--- src/rtl/bra_map.vh ---
// register map, field positions, reset values and stop values for the bus release arbiter
`ifndef BRA_MAP_VH
`define BRA_MAP_VH

// register byte offsets
`define BRA_OFS_CTRL      4'h0
`define BRA_OFS_MSTP      4'h4
`define BRA_OFS_STAT      4'h8

// control register fields
`define BRA_CTRL_RLS_EN   0
`define BRA_CTRL_DROP_EN  1

// status register fields
`define BRA_ST_RELEASED   0
`define BRA_ST_DRAIN      1
`define BRA_ST_CPU_ACK    2
`define BRA_ST_DTC_ACK    3
`define BRA_ST_STOPPED    4
`define BRA_ST_REQ_SEEN   5
`define BRA_ST_DROP_REQ   6
`define BRA_ST_MAN_RST    7

// reset values
`define BRA_CTRL_RST      2'h0
`define BRA_MSTP_RST      16'h3fff

// module stop values that halt the release function in sleep
`define BRA_MSTP_STOP_A   16'hffff
`define BRA_MSTP_STOP_B   16'hefff

// synchroniser reset level of the sampled pins
`define BRA_SYNC_RST      3'h3

`endif

--- src/rtl/bra_sync.v ---
// two flip-flop synchroniser for pins that arrive from outside the clock domain
module bra_sync #(
	parameter       WIDTH   = 3,
	parameter       RST_VAL = 3'h3
) (
	// clock and reset
	input  wire             CLK_SYS,
	input  wire             NRST,
	// asynchronous levels in, synchronised levels out
	input  wire [WIDTH-1:0] ASYNC_IN,
	output wire [WIDTH-1:0] SYNC_OUT
);

	reg [WIDTH-1:0] meta_q;
	reg [WIDTH-1:0] sync_q;

	// first stage feeds only the second stage
	always @(posedge CLK_SYS or negedge NRST)
	begin
		if (!NRST)
		begin
			meta_q <= RST_VAL;
			sync_q <= RST_VAL;
		end
		else
		begin
			meta_q <= ASYNC_IN;
			sync_q <= meta_q;
		end
	end

	assign SYNC_OUT = sync_q;

endmodule

--- src/rtl/bra_bus_release_arbiter.v ---
// bus release arbiter: internal master arbitration and external bus hand-over
//
// Summary of operation
// grant the external bus only in expansion mode with release enabled
// low request input leads to low grant and floated bus pins
// during release internal access continues; external cycles wait for request removal
// with drop enable set, a pending external access drives drop request low
// request input high ends release and raises the grant output
// simultaneous release request and external access: release wins
// released state floats address, data, selects, strobes and write strobes
// sleep with an all-stop module stop value halts the release function
// acknowledge the requester or highest-priority one; it keeps bus until withdrawn
// transfer controller has priority over the cpu
// internal bus access runs alongside an external release
// cpu yields only at cycle breaks, never inside a split access
// a sleeping cpu yields at once to the transfer controller
// transfer controller raises its request on every activation
// transfer controller yields only between its unit operations
// release starts only after the current external cycle ends
// power-on reset resets at once and abandons any cycle
// manual reset keeps state, finishes the cycle, ignores wait
// the request input is synchronised before use
//
// Design decisions made here: the Wishbone interface to the registers and the placing of the registers.
`include "bra_map.vh"

module bra_bus_release_arbiter #(
	parameter AREAS = 8
) (
	// clock and power-on reset
	input  wire             CLK_SYS,
	input  wire             NRST,
	// wishbone slave
	input  wire             WB_CYC_I,
	input  wire             WB_STB_I,
	input  wire             WB_WE_I,
	input  wire [3:0]       WB_ADR_I,
	input  wire [3:0]       WB_SEL_I,
	input  wire [31:0]      WB_DAT_I,
	output wire [31:0]      WB_DAT_O,
	output wire             WB_ACK_O,
	// mode and reset pins
	input  wire             EXT_MODE,
	input  wire             MAN_RST_N,
	input  wire             SLEEP,
	// release handshake pins
	input  wire             EXT_BUS_REQUEST_N,
	output wire             BUS_GRANT_N,
	output wire             DROP_REQUEST_OUT_N,
	// cpu master
	input  wire             CPU_REQ,
	input  wire             CPU_BREAK,
	input  wire             CPU_EXT_REQ,
	output wire             CPU_ACK,
	// transfer controller master
	input  wire             TC_ACTIVATE,
	input  wire             TC_DONE,
	input  wire             TC_BREAK,
	input  wire             TC_EXT_REQ,
	output wire             TC_ACK,
	// bus cycle engine
	input  wire             EXT_BUSY,
	output wire             EXT_GO,
	output wire             WAIT_IGNORE,
	// pin values from the bus cycle engine
	input  wire [23:0]      ADDR_I,
	input  wire [15:0]      DATA_I,
	input  wire             DATA_DRIVE,
	input  wire [AREAS-1:0] AREA_SELECT_N_I,
	input  wire             ADDRESS_STROBE_N_I,
	input  wire             READ_STROBE_N_I,
	input  wire             UPPER_WRITE_STROBE_N_I,
	input  wire             LOWER_WRITE_STROBE_N_I,
	// bus pins, output enables low while driving
	output wire [23:0]      ADDR_O,
	output wire             ADDR_OE_N,
	output wire [15:0]      DATA_O,
	output wire             DATA_OE_N,
	output wire [AREAS-1:0] AREA_SELECT_N_O,
	output wire             AREA_SELECT_OE_N,
	output wire             ADDRESS_STROBE_N_O,
	output wire             READ_STROBE_N_O,
	output wire             UPPER_WRITE_STROBE_N_O,
	output wire             LOWER_WRITE_STROBE_N_O,
	output wire             STROBE_OE_N
);

	// release state machine, one-hot
	localparam [2:0] RS_OWN   = 3'h1;
	localparam [2:0] RS_DRAIN = 3'h2;
	localparam [2:0] RS_REL   = 3'h4;

	// internal bus holder, one-hot
	localparam [2:0] HD_NONE  = 3'h1;
	localparam [2:0] HD_CPU   = 3'h2;
	localparam [2:0] HD_TC    = 3'h4;

	// true when the module stop value halts release in sleep
	function all_stop;
		input [15:0] v;
		begin
			all_stop = (v == `BRA_MSTP_STOP_A) || (v == `BRA_MSTP_STOP_B);
		end
	endfunction

	// byte-lane merge for register writes
	function [15:0] lane_merge;
		input [15:0] old;
		input [15:0] wr;
		input [1:0]  sel;
		begin
			lane_merge[7:0]  = sel[0] ? wr[7:0]  : old[7:0];
			lane_merge[15:8] = sel[1] ? wr[15:8] : old[15:8];
		end
	endfunction

	wire [2:0] pins_sync;
	wire       req_low;
	wire       man_rst;
	wire       mode_ext;

	reg [1:0]  ctrl_q;
	reg [15:0] mstp_q;
	reg        ack_q;
	reg [31:0] rdat_q;
	reg [2:0]  rs_q;
	reg [2:0]  rs_d;
	reg [2:0]  hd_q;
	reg [2:0]  hd_d;
	reg        tc_req_q;
	reg        grant_n_q;
	reg        drop_n_q;

	reg [23:0]      addr_q;
	reg [15:0]      data_q;
	reg             data_oe_n_q;
	reg             pins_oe_n_q;
	reg [AREAS-1:0] cs_n_q;
	reg             as_n_q;
	reg             rd_n_q;
	reg             hwr_n_q;
	reg             lwr_n_q;

	wire       stopped;
	wire       rls_ok;
	wire       rls_want;
	wire       int_ext_req;
	wire       wb_req;
	wire [31:0] stat_word;

	// request, manual reset and mode pins pass two flops first
	bra_sync #(
		.WIDTH   (3),
		.RST_VAL (`BRA_SYNC_RST)
	) u_sync (
		.CLK_SYS  (CLK_SYS),
		.NRST     (NRST),
		.ASYNC_IN ({EXT_MODE, MAN_RST_N, EXT_BUS_REQUEST_N}),
		.SYNC_OUT (pins_sync)
	);

	assign req_low  = ~pins_sync[0];
	assign man_rst  = ~pins_sync[1];
	assign mode_ext = pins_sync[2];

	// release function halted in sleep with an all-stop value
	assign stopped  = SLEEP & all_stop(mstp_q);
	assign rls_ok   = mode_ext & ctrl_q[`BRA_CTRL_RLS_EN] & ~stopped;
	assign rls_want = req_low & rls_ok;

	// external access wanted by whichever master holds the internal bus
	assign int_ext_req = (hd_q[1] & CPU_EXT_REQ) | (hd_q[2] & TC_EXT_REQ);

	// ---------------------------------------------------------------
	// wishbone slave: one wait state, ack drops the cycle after it rose
	// ---------------------------------------------------------------
	assign wb_req = WB_CYC_I & WB_STB_I & ~ack_q;

	assign stat_word = {24'h000000,
		man_rst, ~drop_n_q, req_low, stopped,
		hd_q[2], hd_q[1], rs_q[1], rs_q[2]};

	// registers keep their contents through a manual reset
	always @(posedge CLK_SYS or negedge NRST)
	begin
		if (!NRST)
		begin
			ctrl_q <= `BRA_CTRL_RST;
			mstp_q <= `BRA_MSTP_RST;
			ack_q  <= 1'b0;
			rdat_q <= 32'h00000000;
		end
		else
		begin
			ack_q <= wb_req;
			// a write lands at the edge where the master samples ack high
			if (WB_CYC_I && WB_STB_I && ack_q && WB_WE_I)
			begin
				if (WB_ADR_I == `BRA_OFS_CTRL && WB_SEL_I[0])
					ctrl_q <= WB_DAT_I[1:0];
				if (WB_ADR_I == `BRA_OFS_MSTP)
					mstp_q <= lane_merge(mstp_q, WB_DAT_I[15:0], WB_SEL_I[1:0]);
			end
			// unmapped reads return zero
			if (wb_req && !WB_WE_I)
			begin
				case (WB_ADR_I)
					`BRA_OFS_CTRL: rdat_q <= {30'h0, ctrl_q};
					`BRA_OFS_MSTP: rdat_q <= {16'h0000, mstp_q};
					`BRA_OFS_STAT: rdat_q <= stat_word;
					default:       rdat_q <= 32'h00000000;
				endcase
			end
		end
	end

	assign WB_ACK_O = ack_q;
	assign WB_DAT_O = rdat_q;

	// ---------------------------------------------------------------
	// transfer controller request: set on activation, set beats clear
	// ---------------------------------------------------------------
	always @(posedge CLK_SYS or negedge NRST)
	begin
		if (!NRST)
			tc_req_q <= 1'b0;
		else if (TC_ACTIVATE)
			tc_req_q <= 1'b1;
		else if (TC_DONE)
			tc_req_q <= 1'b0;
	end

	// ---------------------------------------------------------------
	// internal bus arbiter
	// ---------------------------------------------------------------
	// the holder only changes at its own break points or while the cpu sleeps, so a master is
	// never cut off inside a longword or a descriptor access
	always @*
	begin
		hd_d = hd_q;
		case (hd_q)
			HD_NONE:
			begin
				if (tc_req_q)
					hd_d = HD_TC;
				else if (CPU_REQ)
					hd_d = HD_CPU;
			end
			HD_CPU:
			begin
				if (tc_req_q && (CPU_BREAK || SLEEP))
					hd_d = HD_TC;
				else if (!CPU_REQ)
					hd_d = HD_NONE;
			end
			HD_TC:
			begin
				if (TC_BREAK && !tc_req_q)
					hd_d = CPU_REQ ? HD_CPU : HD_NONE;
			end
			default: hd_d = HD_NONE;
		endcase
		// manual reset freezes the holder, state is kept
		if (man_rst)
			hd_d = hd_q;
	end

	always @(posedge CLK_SYS or negedge NRST)
	begin
		if (!NRST)
			hd_q <= HD_NONE;
		else
			hd_q <= hd_d;
	end

	// acknowledge stays high for as long as the master holds the bus
	assign CPU_ACK = hd_q[1];
	assign TC_ACK  = hd_q[2];

	// ---------------------------------------------------------------
	// external release state machine
	// ---------------------------------------------------------------
	always @*
	begin
		rs_d = rs_q;
		case (rs_q)
			RS_OWN:
			begin
				if (rls_want)
					rs_d = RS_DRAIN;
			end
			RS_DRAIN:
			begin
				// let the running external cycle end before floating
				if (!rls_want)
					rs_d = RS_OWN;
				else if (!EXT_BUSY)
					rs_d = RS_REL;
			end
			RS_REL:
			begin
				if (!req_low)
					rs_d = RS_OWN;
			end
			default: rs_d = RS_OWN;
		endcase
	end

	always @(posedge CLK_SYS or negedge NRST)
	begin
		if (!NRST)
		begin
			rs_q      <= RS_OWN;
			grant_n_q <= 1'b1;
			drop_n_q  <= 1'b1;
		end
		else
		begin
			rs_q      <= rs_d;
			grant_n_q <= ~rs_d[2];
			// ask the outside master to give the bus back
			drop_n_q  <= ~(rs_d[2] & ctrl_q[`BRA_CTRL_DROP_EN] & int_ext_req);
		end
	end

	assign BUS_GRANT_N        = grant_n_q;
	assign DROP_REQUEST_OUT_N = drop_n_q;

	// a new external cycle needs the bus owned and no release pending;
	// internal-only cycles never look at this, so they run during release
	assign EXT_GO = int_ext_req & rs_q[0] & ~rls_want & ~man_rst;

	// finishing cycle under manual reset ignores the wait input
	assign WAIT_IGNORE = man_rst;

	// ---------------------------------------------------------------
	// bus pins: registered values, all floated while released
	// ---------------------------------------------------------------
	// the read strobe is not forced high first; it may go low to float
	always @(posedge CLK_SYS or negedge NRST)
	begin
		if (!NRST)
		begin
			addr_q      <= 24'h000000;
			data_q      <= 16'h0000;
			data_oe_n_q <= 1'b1;
			pins_oe_n_q <= 1'b0;
			cs_n_q      <= {AREAS{1'b1}};
			as_n_q      <= 1'b1;
			rd_n_q      <= 1'b1;
			hwr_n_q     <= 1'b1;
			lwr_n_q     <= 1'b1;
		end
		else
		begin
			addr_q      <= ADDR_I;
			data_q      <= DATA_I;
			data_oe_n_q <= ~(DATA_DRIVE & ~rs_d[2]);
			pins_oe_n_q <= rs_d[2];
			cs_n_q      <= AREA_SELECT_N_I;
			as_n_q      <= ADDRESS_STROBE_N_I;
			rd_n_q      <= READ_STROBE_N_I;
			hwr_n_q     <= UPPER_WRITE_STROBE_N_I;
			lwr_n_q     <= LOWER_WRITE_STROBE_N_I;
		end
	end

	assign ADDR_O                 = addr_q;
	assign ADDR_OE_N              = pins_oe_n_q;
	assign DATA_O                 = data_q;
	assign DATA_OE_N              = data_oe_n_q;
	assign AREA_SELECT_N_O        = cs_n_q;
	assign AREA_SELECT_OE_N       = pins_oe_n_q;
	assign ADDRESS_STROBE_N_O     = as_n_q;
	assign READ_STROBE_N_O        = rd_n_q;
	assign UPPER_WRITE_STROBE_N_O = hwr_n_q;
	assign LOWER_WRITE_STROBE_N_O = lwr_n_q;
	assign STROBE_OE_N            = pins_oe_n_q;

endmodule

--- config.mk ---
export PLATFORM = sky130hd
export DESIGN_NAME = bra_bus_release_arbiter
export DESIGN_NICKNAME = d
export VERILOG_FILES = /design/src/rtl/bra_sync.v /design/src/rtl/bra_bus_release_arbiter.v
export VERILOG_INCLUDE_DIRS = /design/src /design/src/rtl
export SDC_FILE = /design/constraint.sdc
export NUM_CORES = 1
export LEC_CHECK = 0
export BUFFER_PORTS_ARGS = -buffer_cell sky130_fd_sc_hd__clkbuf_2
export CORE_MARGIN = 2
export CORE_UTILIZATION = 43
export DETAILED_ROUTE_END_ITERATION = 10
export PLACE_DENSITY = 0.78
export SETUP_SLACK_MARGIN = 0.2
export SLEW_MARGIN = 20
export SYNTH_ARGS = -nofsm -noshare
export SYNTH_HDL_FRONTEND = slang
export SYNTH_SLANG_ARGS = --single-unit
--- constraint.sdc ---
create_clock -name CLK_SYS -period 4.9 [get_ports CLK_SYS]
set_input_delay 0.245 -clock CLK_SYS [delete_from_list [all_inputs] [get_ports CLK_SYS]]
set_output_delay 0.245 -clock CLK_SYS [all_outputs]
set_load 0.02 [all_outputs]
# After elaboration in Yosys (flattened, before gate mapping)
# Index checks and enable logic that the tools add are counted.
[totals] word_cells=94 ram_bits=0 reg_bits=119 romBits=0 input_bits=110 latch_bits=0 n_memories=0 output_inout_bits=95
[op_classes] bitwise_logic=24 add_sub_neg=0 mux=15 n_shift=0 n_reduce_logical=18 n_div=0 n_eq_ne=16 order_cmp=0 multipliers=0
[ops] cell="case mux 16 bit (3 select lines)" count=1
[ops] cell="== test 16 bit (second input constant)" count=2
[ops] cell="two-way mux 3 bit" count=9
[ops] cell="case mux 3 bit (3 select lines)" count=2
[ops] cell="AND 1 bit" count=14
[ops] cell="!= test 3 bit (second input constant)" count=3
[ops] cell="NOT 1 bit" count=9
[ops] cell="AND reduction 3 bit" count=3
[ops] cell="logical AND 1 bit" count=7
[ops] cell="== test 3 x 1 -> 1 bit (second input constant)" count=2
[ops] cell="== test 3 x 2 -> 1 bit (second input constant)" count=2
[ops] cell="== test 3 bit (second input constant)" count=2
[ops] cell="== test 4 x 3 -> 1 bit (second input constant)" count=1
[ops] cell="== test 4 bit (second input constant)" count=1
[ops] cell="logical NOT 4 bit" count=1
[ops] cell="!= test 2 bit (second input constant)" count=2
[ops] cell="AND reduction 4 bit" count=1
[ops] cell="logical NOT 1 bit" count=2
[ops] cell="logical OR 1 bit" count=2
[ops] cell="two-way mux 1 bit" count=2
[ops] cell="two-way mux 2 bit" count=1
[ops] cell="!= test 2 x 1 -> 1 bit (second input constant)" count=1
[ops] cell="AND reduction 2 bit" count=1
[ops] cell="nonzero test 2 bit" count=1
[ops] cell="OR 1 bit" count=1

# Logic depth before layout (Yosys ltp)
[logic_depth] depth_word=11 depth_mapped=6 ltp_nobuf=5

# Hierarchy
# Synthesis repeated with hierarchy kept, for this count alone.
[unflattened] hier_cells=237 area_unflattened_um2=3678.5
[by_module_without_submodules] mod="bra_bus_release_arbiter" area_each_um2=3523.4 seq_area_each_um2=2466.1 cells_per_inst=231 n_inst=1
[by_module_without_submodules] mod="bra_sync" area_each_um2=155.1 seq_area_each_um2=155.1 cells_per_inst=6 n_inst=1

# Worst setup path before layout
# No wires, ideal clock.
[synth_path] path_kind="register to register" startpoint="register hd_q[1]" endpoint="register hd_q[2]" path_stages_with_launch=6 t_arrival_ns=1.559 setup_slack_ns=3.216 path_cell_list="dfrtp_1 > buf_2 > and4bb_1 > a31oi_1 > o221a_4 > mux2_4"
[synth_via] elab_chain_len=3 word_cells_on_any_way=8
[synth_rtl] item="start, declared" line="bra_bus_release_arbiter.v:128" text="reg [2:0] hd_q;"
[synth_rtl] item="start signal, assigned" line="bra_bus_release_arbiter.v:271" text="hd_q <= HD_NONE;"
[synth_rtl] item="start signal, assigned" line="bra_bus_release_arbiter.v:273" text="hd_q <= hd_d;"
[synth_rtl] item="== test 3 x 2 -> 1 bit (tied with other cells)" line="bra_bus_release_arbiter.v:241" text="case (hd_q)"
[synth_rtl] item="!= test 3 bit (no line) / != test 2 bit (equally long branches)"
[synth_rtl] item="AND reduction 4 bit (no line)"
# Several ways; a longest one is shown, not always the timed one.
# A chain may end at the register's enable or synchronous reset.

# Final worst setup path
[layout_path] startpoint="register mstp_q[10]" endpoint="output port EXT_GO"
[layout_via] elab_chain_len=9 word_cells_on_any_way=10
[layout_rtl] item="start, declared" line="bra_bus_release_arbiter.v:123" text="reg [15:0] mstp_q;"
[layout_rtl] item="start signal, assigned" line="bra_bus_release_arbiter.v:189" text="mstp_q <= `BRA_MSTP_RST;"
[layout_rtl] item="start signal, assigned" line="bra_bus_release_arbiter.v:202" text="mstp_q <= lane_merge(mstp_q, WB_DAT_I[15:0], WB_SEL_I[1:0]);"
[layout_rtl] item="== test 16 bit (no line)"
[layout_rtl] item="logical OR 1 bit *" line="bra_bus_release_arbiter.v:102" text="all_stop = (v == `BRA_MSTP_STOP_A) || (v == `BRA_MSTP_STOP_B);"
[layout_rtl] item="AND 1 bit *" line="bra_bus_release_arbiter.v:167" text="assign stopped = SLEEP & all_stop(mstp_q);"
[layout_rtl] item="NOT 1 bit *" line="bra_bus_release_arbiter.v:168" text="assign rls_ok = mode_ext & ctrl_q[`BRA_CTRL_RLS_EN] & ~stopped;"
[layout_rtl] item="AND 1 bit *" line="bra_bus_release_arbiter.v:168"
[layout_rtl] item="AND 1 bit *" line="bra_bus_release_arbiter.v:169" text="assign rls_want = req_low & rls_ok;"
[layout_rtl] item="NOT 1 bit *" line="bra_bus_release_arbiter.v:331" text="assign EXT_GO = int_ext_req & rs_q[0] & ~rls_want & ~man_rst;"
[layout_rtl] item="AND 1 bit * (2 in series)" line="bra_bus_release_arbiter.v:331"
[layout_rtl] item="end, declared" line="bra_bus_release_arbiter.v:63" text="output wire EXT_GO,"
# Every way passes the cells marked *; elsewhere a longest branch is shown, timed or not.

==> flow_metrics.tcl <==
set metrics [dict create \
    clk_latency_ns 0.36 \
    die_h_microns 96.8 \
    drv_slew 0 \
    worst_pin_slew_ns 0.692 \
    dieArea_sq_um 9370 \
    r2r_end "WB_DAT_O[9]" \
    setup_viol 0 \
    status "finished clean" \
    hold-path-cell-count 2 \
    hp-start "TC_ACTIVATE" \
    synthFlopType "dfrtp_1" \
    crit_type "flip-flop to primary output" \
    pwr_density_cell_nw_per_um2 322 \
    async_flop_share_pct 100 \
    r2r_cells 3 \
    rsz0062_at_grt "false" \
    h-tree-depth 3 \
    avgSynthCellArea_sq_um 15.4 \
    ant_nets 0 \
    timing.rr.start "WB_ACK_O" \
    cts_buffers 9 \
    fmax_mhz 423 \
    arrival_ns 2.12 \
    ys_ff_latch 103 \
    cp-start-kind "flip-flop" \
    grt_max_degree 57 \
    fin_crit_sh_pct 48.3 \
    cts_num_sinks 103 \
    start_util_pct 44.6 \
    wl_per_cell_microns 16.5 \
    cts_resized 0 \
    area_growth_pct 44.0 \
    cp_max_fo 5 \
    synth_cell_type_count 49 \
    synth_edf_count 0 \
    grt_usage_pct 21.2 \
    postLayoutCoreUtil_pct 64.2 \
    cts_tree "done" \
    finalClockSkew_ns 0.0170 \
    leakagePower_nw 2.62 \
    syn_inst 241 \
    antenna_found_initial 0 \
    root_buffer "clkbuf_8" \
    postCtsHoldBufs 57 \
    drt_iter0_markers 101 \
    rrSetupSlack_ns 3.02 \
    post-cts-setup-buffers 0 \
    drive_gt1_share_pct 52.7 \
    max-cap-violations 0 \
    die_w_microns 96.8 \
    clkSlewWorstSetupHoldPaths_ns 0.11 \
    hold_end "tc_req_q" \
    core_sq_um 8300 \
    power.total_w 0.00172 \
    ios 205 \
    synthesis.area_sq_um 3700 \
    yosysWarningCount 0 \
    drt-pass1-iter-count 4 \
    setup-tns-final_ns 0 \
    port_buffers 170 \
    finalWirelength_mm 9.59 \
    required_ns 4.66 \
    hold_viol_final 0 \
    dp_hpwl_mm 6.20 \
    drc 0 \
    fp-row-count 33 \
    vias 2756 \
    place_congestion 0.789 \
    relSlewSlack_pct 53.8 \
    fillers 602 \
    nNetsFinal 581 \
    grt_overflow 0 \
    worstHoldPathType "input port to flip-flop" \
    synth-seq-area-share_pct 70.8 \
    clockBufferDepth 2 \
    critPathMaxStageDelay_ns 0.60 \
    grt_first_pass_wirelength_mm 15.6 \
    grt_pass1_vias 3015 \
    min_period_ns 2.37 \
    endpoint_kind "primary output" \
    ir_drop_v 0.000319 \
    vias_per_cell 4.74 \
    cp_slowest_cell "nor4_2" \
    antenna_cells 0 \
    crit_chain "nand4_1, nor4_2, o2111a_1, clkbuf_2" \
]
-- critical path, delay by kind of cell (launching register included) --
| kind | cells | cell delay, ns |
|---|---|---|
| and+or+nand+nor | 2 | 0.73 |
| DFF | 1 | 0.57 |
| AOI/OAI and AO/OA | 1 | 0.29 |
| buffers and inverters | 1 | 0.17 |
-- registers in the layout, indices dropped and copies added, names as in the netlist, 2 cells and up --
| name | cells |
|---|---|
| ADDR_O | 24 |
| AREA_SELECT_N_O | 8 |
| WB_DAT_O | 16 |
| DATA_O | 16 |
| mstp_q | 16 |
| u_sync.SYNC_OUT | 3 |
| ctrl_q | 2 |
| u_sync.meta_q | 3 |
| hd_q | 3 |
| rs_q | 2 |
-- final cells by class --
type	count	area, sq um	share of cell area, %
tap	105	131	2.46
timing repair buffer	228	1430	26.8
multi-input combinational	124	946	17.7
inverter	5	18.8	0.352
clock inverter	6	55.1	1.03
sequential	103	2620	49.2
clock buffer	10	128	2.39
-- layer usage --
| layer | share of wire [%] | GRT usage, % | wire (microns) |
|---|---|---|---|
| met1 | 41 | 27.0 | 3930 |
| met2 | 50 | 35.5 | 4830 |
| met3 | 7.9 | 7.01 | 757 |
| met4 | 0.76 | 4.44 | 73 |
| met5 | 0 | 0 | 0 |
-- cells by family after synthesis --
group           count (synthesis)  synth area share (%)
compound gates                 39                  8.38
flops                         103                  70.8
other cells                     1                 0.101
xor+xnor                        1                 0.237
mux                            23                  7.03
simple gates                   45                  8.28
buf+inv                        29                  5.17
-- through the flow --
stage / cell area, sq um / cells / setup WS, ns / hold slack, ns
finish: 5330 / 581 / 2.53 / 0.0625
CTS: 5330 / 581 / 2.49 / 0.0451
floorplan: 3760 / 256 / 3.22 / -0.0506
detailed placement: 4580 / 508 / 2.91 / 0.275
global route: 5330 / 581 / 2.43 / 0.0504
global placement: 4580 / 508 / 2.90 / 0.271
-- cells in the mapped netlist (3+ instances only) --
cell      number  area [sq um]
dfrtp_1       68          1700
dfstp_2       35           920
mux2_2        20           225
buf_4         19           143
nand2_1       11          41.3
a22o_1        10          87.6
o21ai_0        8          40.0
nor2_1         7          26.3
a22oi_1        6          45.0
inv_1          5          18.8
nand4_1        4          25.0
buf_2          3          15.0
nand2b_1       3          18.8
nand3b_1       3          22.5
-- power by group --
| group | internal [W] | leakage, nW | total [W] | switching [W] |
|---|---|---|---|---|
| clock | 0.000195 | 0.0869 | 0.000500 | 0.000305 |
| combinational | 0.000129 | 1.32 | 0.000272 | 0.000143 |
| sequential | 0.000902 | 1.21 | 0.000946 | 0.0000444 |
| total | 0.00123 | 2.62 | 0.00172 | 0.000492 |
-- placed cells by master (no fill, tap or decap), drive strengths merged, types with 2 or more instances in the layout --
master / Yosys / routed
a21oi: 2 / 2
a22o: 10 / 10
a22oi: 6 / 6
buf: 23 / 2
clkbuf: 1 / 179
clkinvlp: 0 / 2
conb: 1 / 16
dfrtp: 68 / 68
dfstp: 35 / 35
dlygate4sd3: 0 / 57
inv: 5 / 8
mux2: 21 / 21
mux2i: 2 / 2
nand2: 11 / 11
nand2b: 3 / 3
nand3: 3 / 3
nand3b: 3 / 3
nand4: 4 / 4
nor2: 7 / 7
nor3: 2 / 2
nor3b: 2 / 2
o21ai: 9 / 9
or4b: 2 / 2
-- worst max path at each step --
stage	from	slack (ns)	endpoint
floorplan	hd_q[1]	3.22	hd_q[2]
global placement	mstp_q[5]	2.90	EXT_GO
detailed placement	mstp_q[5]	2.91	EXT_GO
CTS	mstp_q[9]	2.49	EXT_GO
global route	mstp_q[10]	2.43	EXT_GO
finish	mstp_q[10]	2.53	EXT_GO
Note: power is estimated with default switching activity, not from simulation.
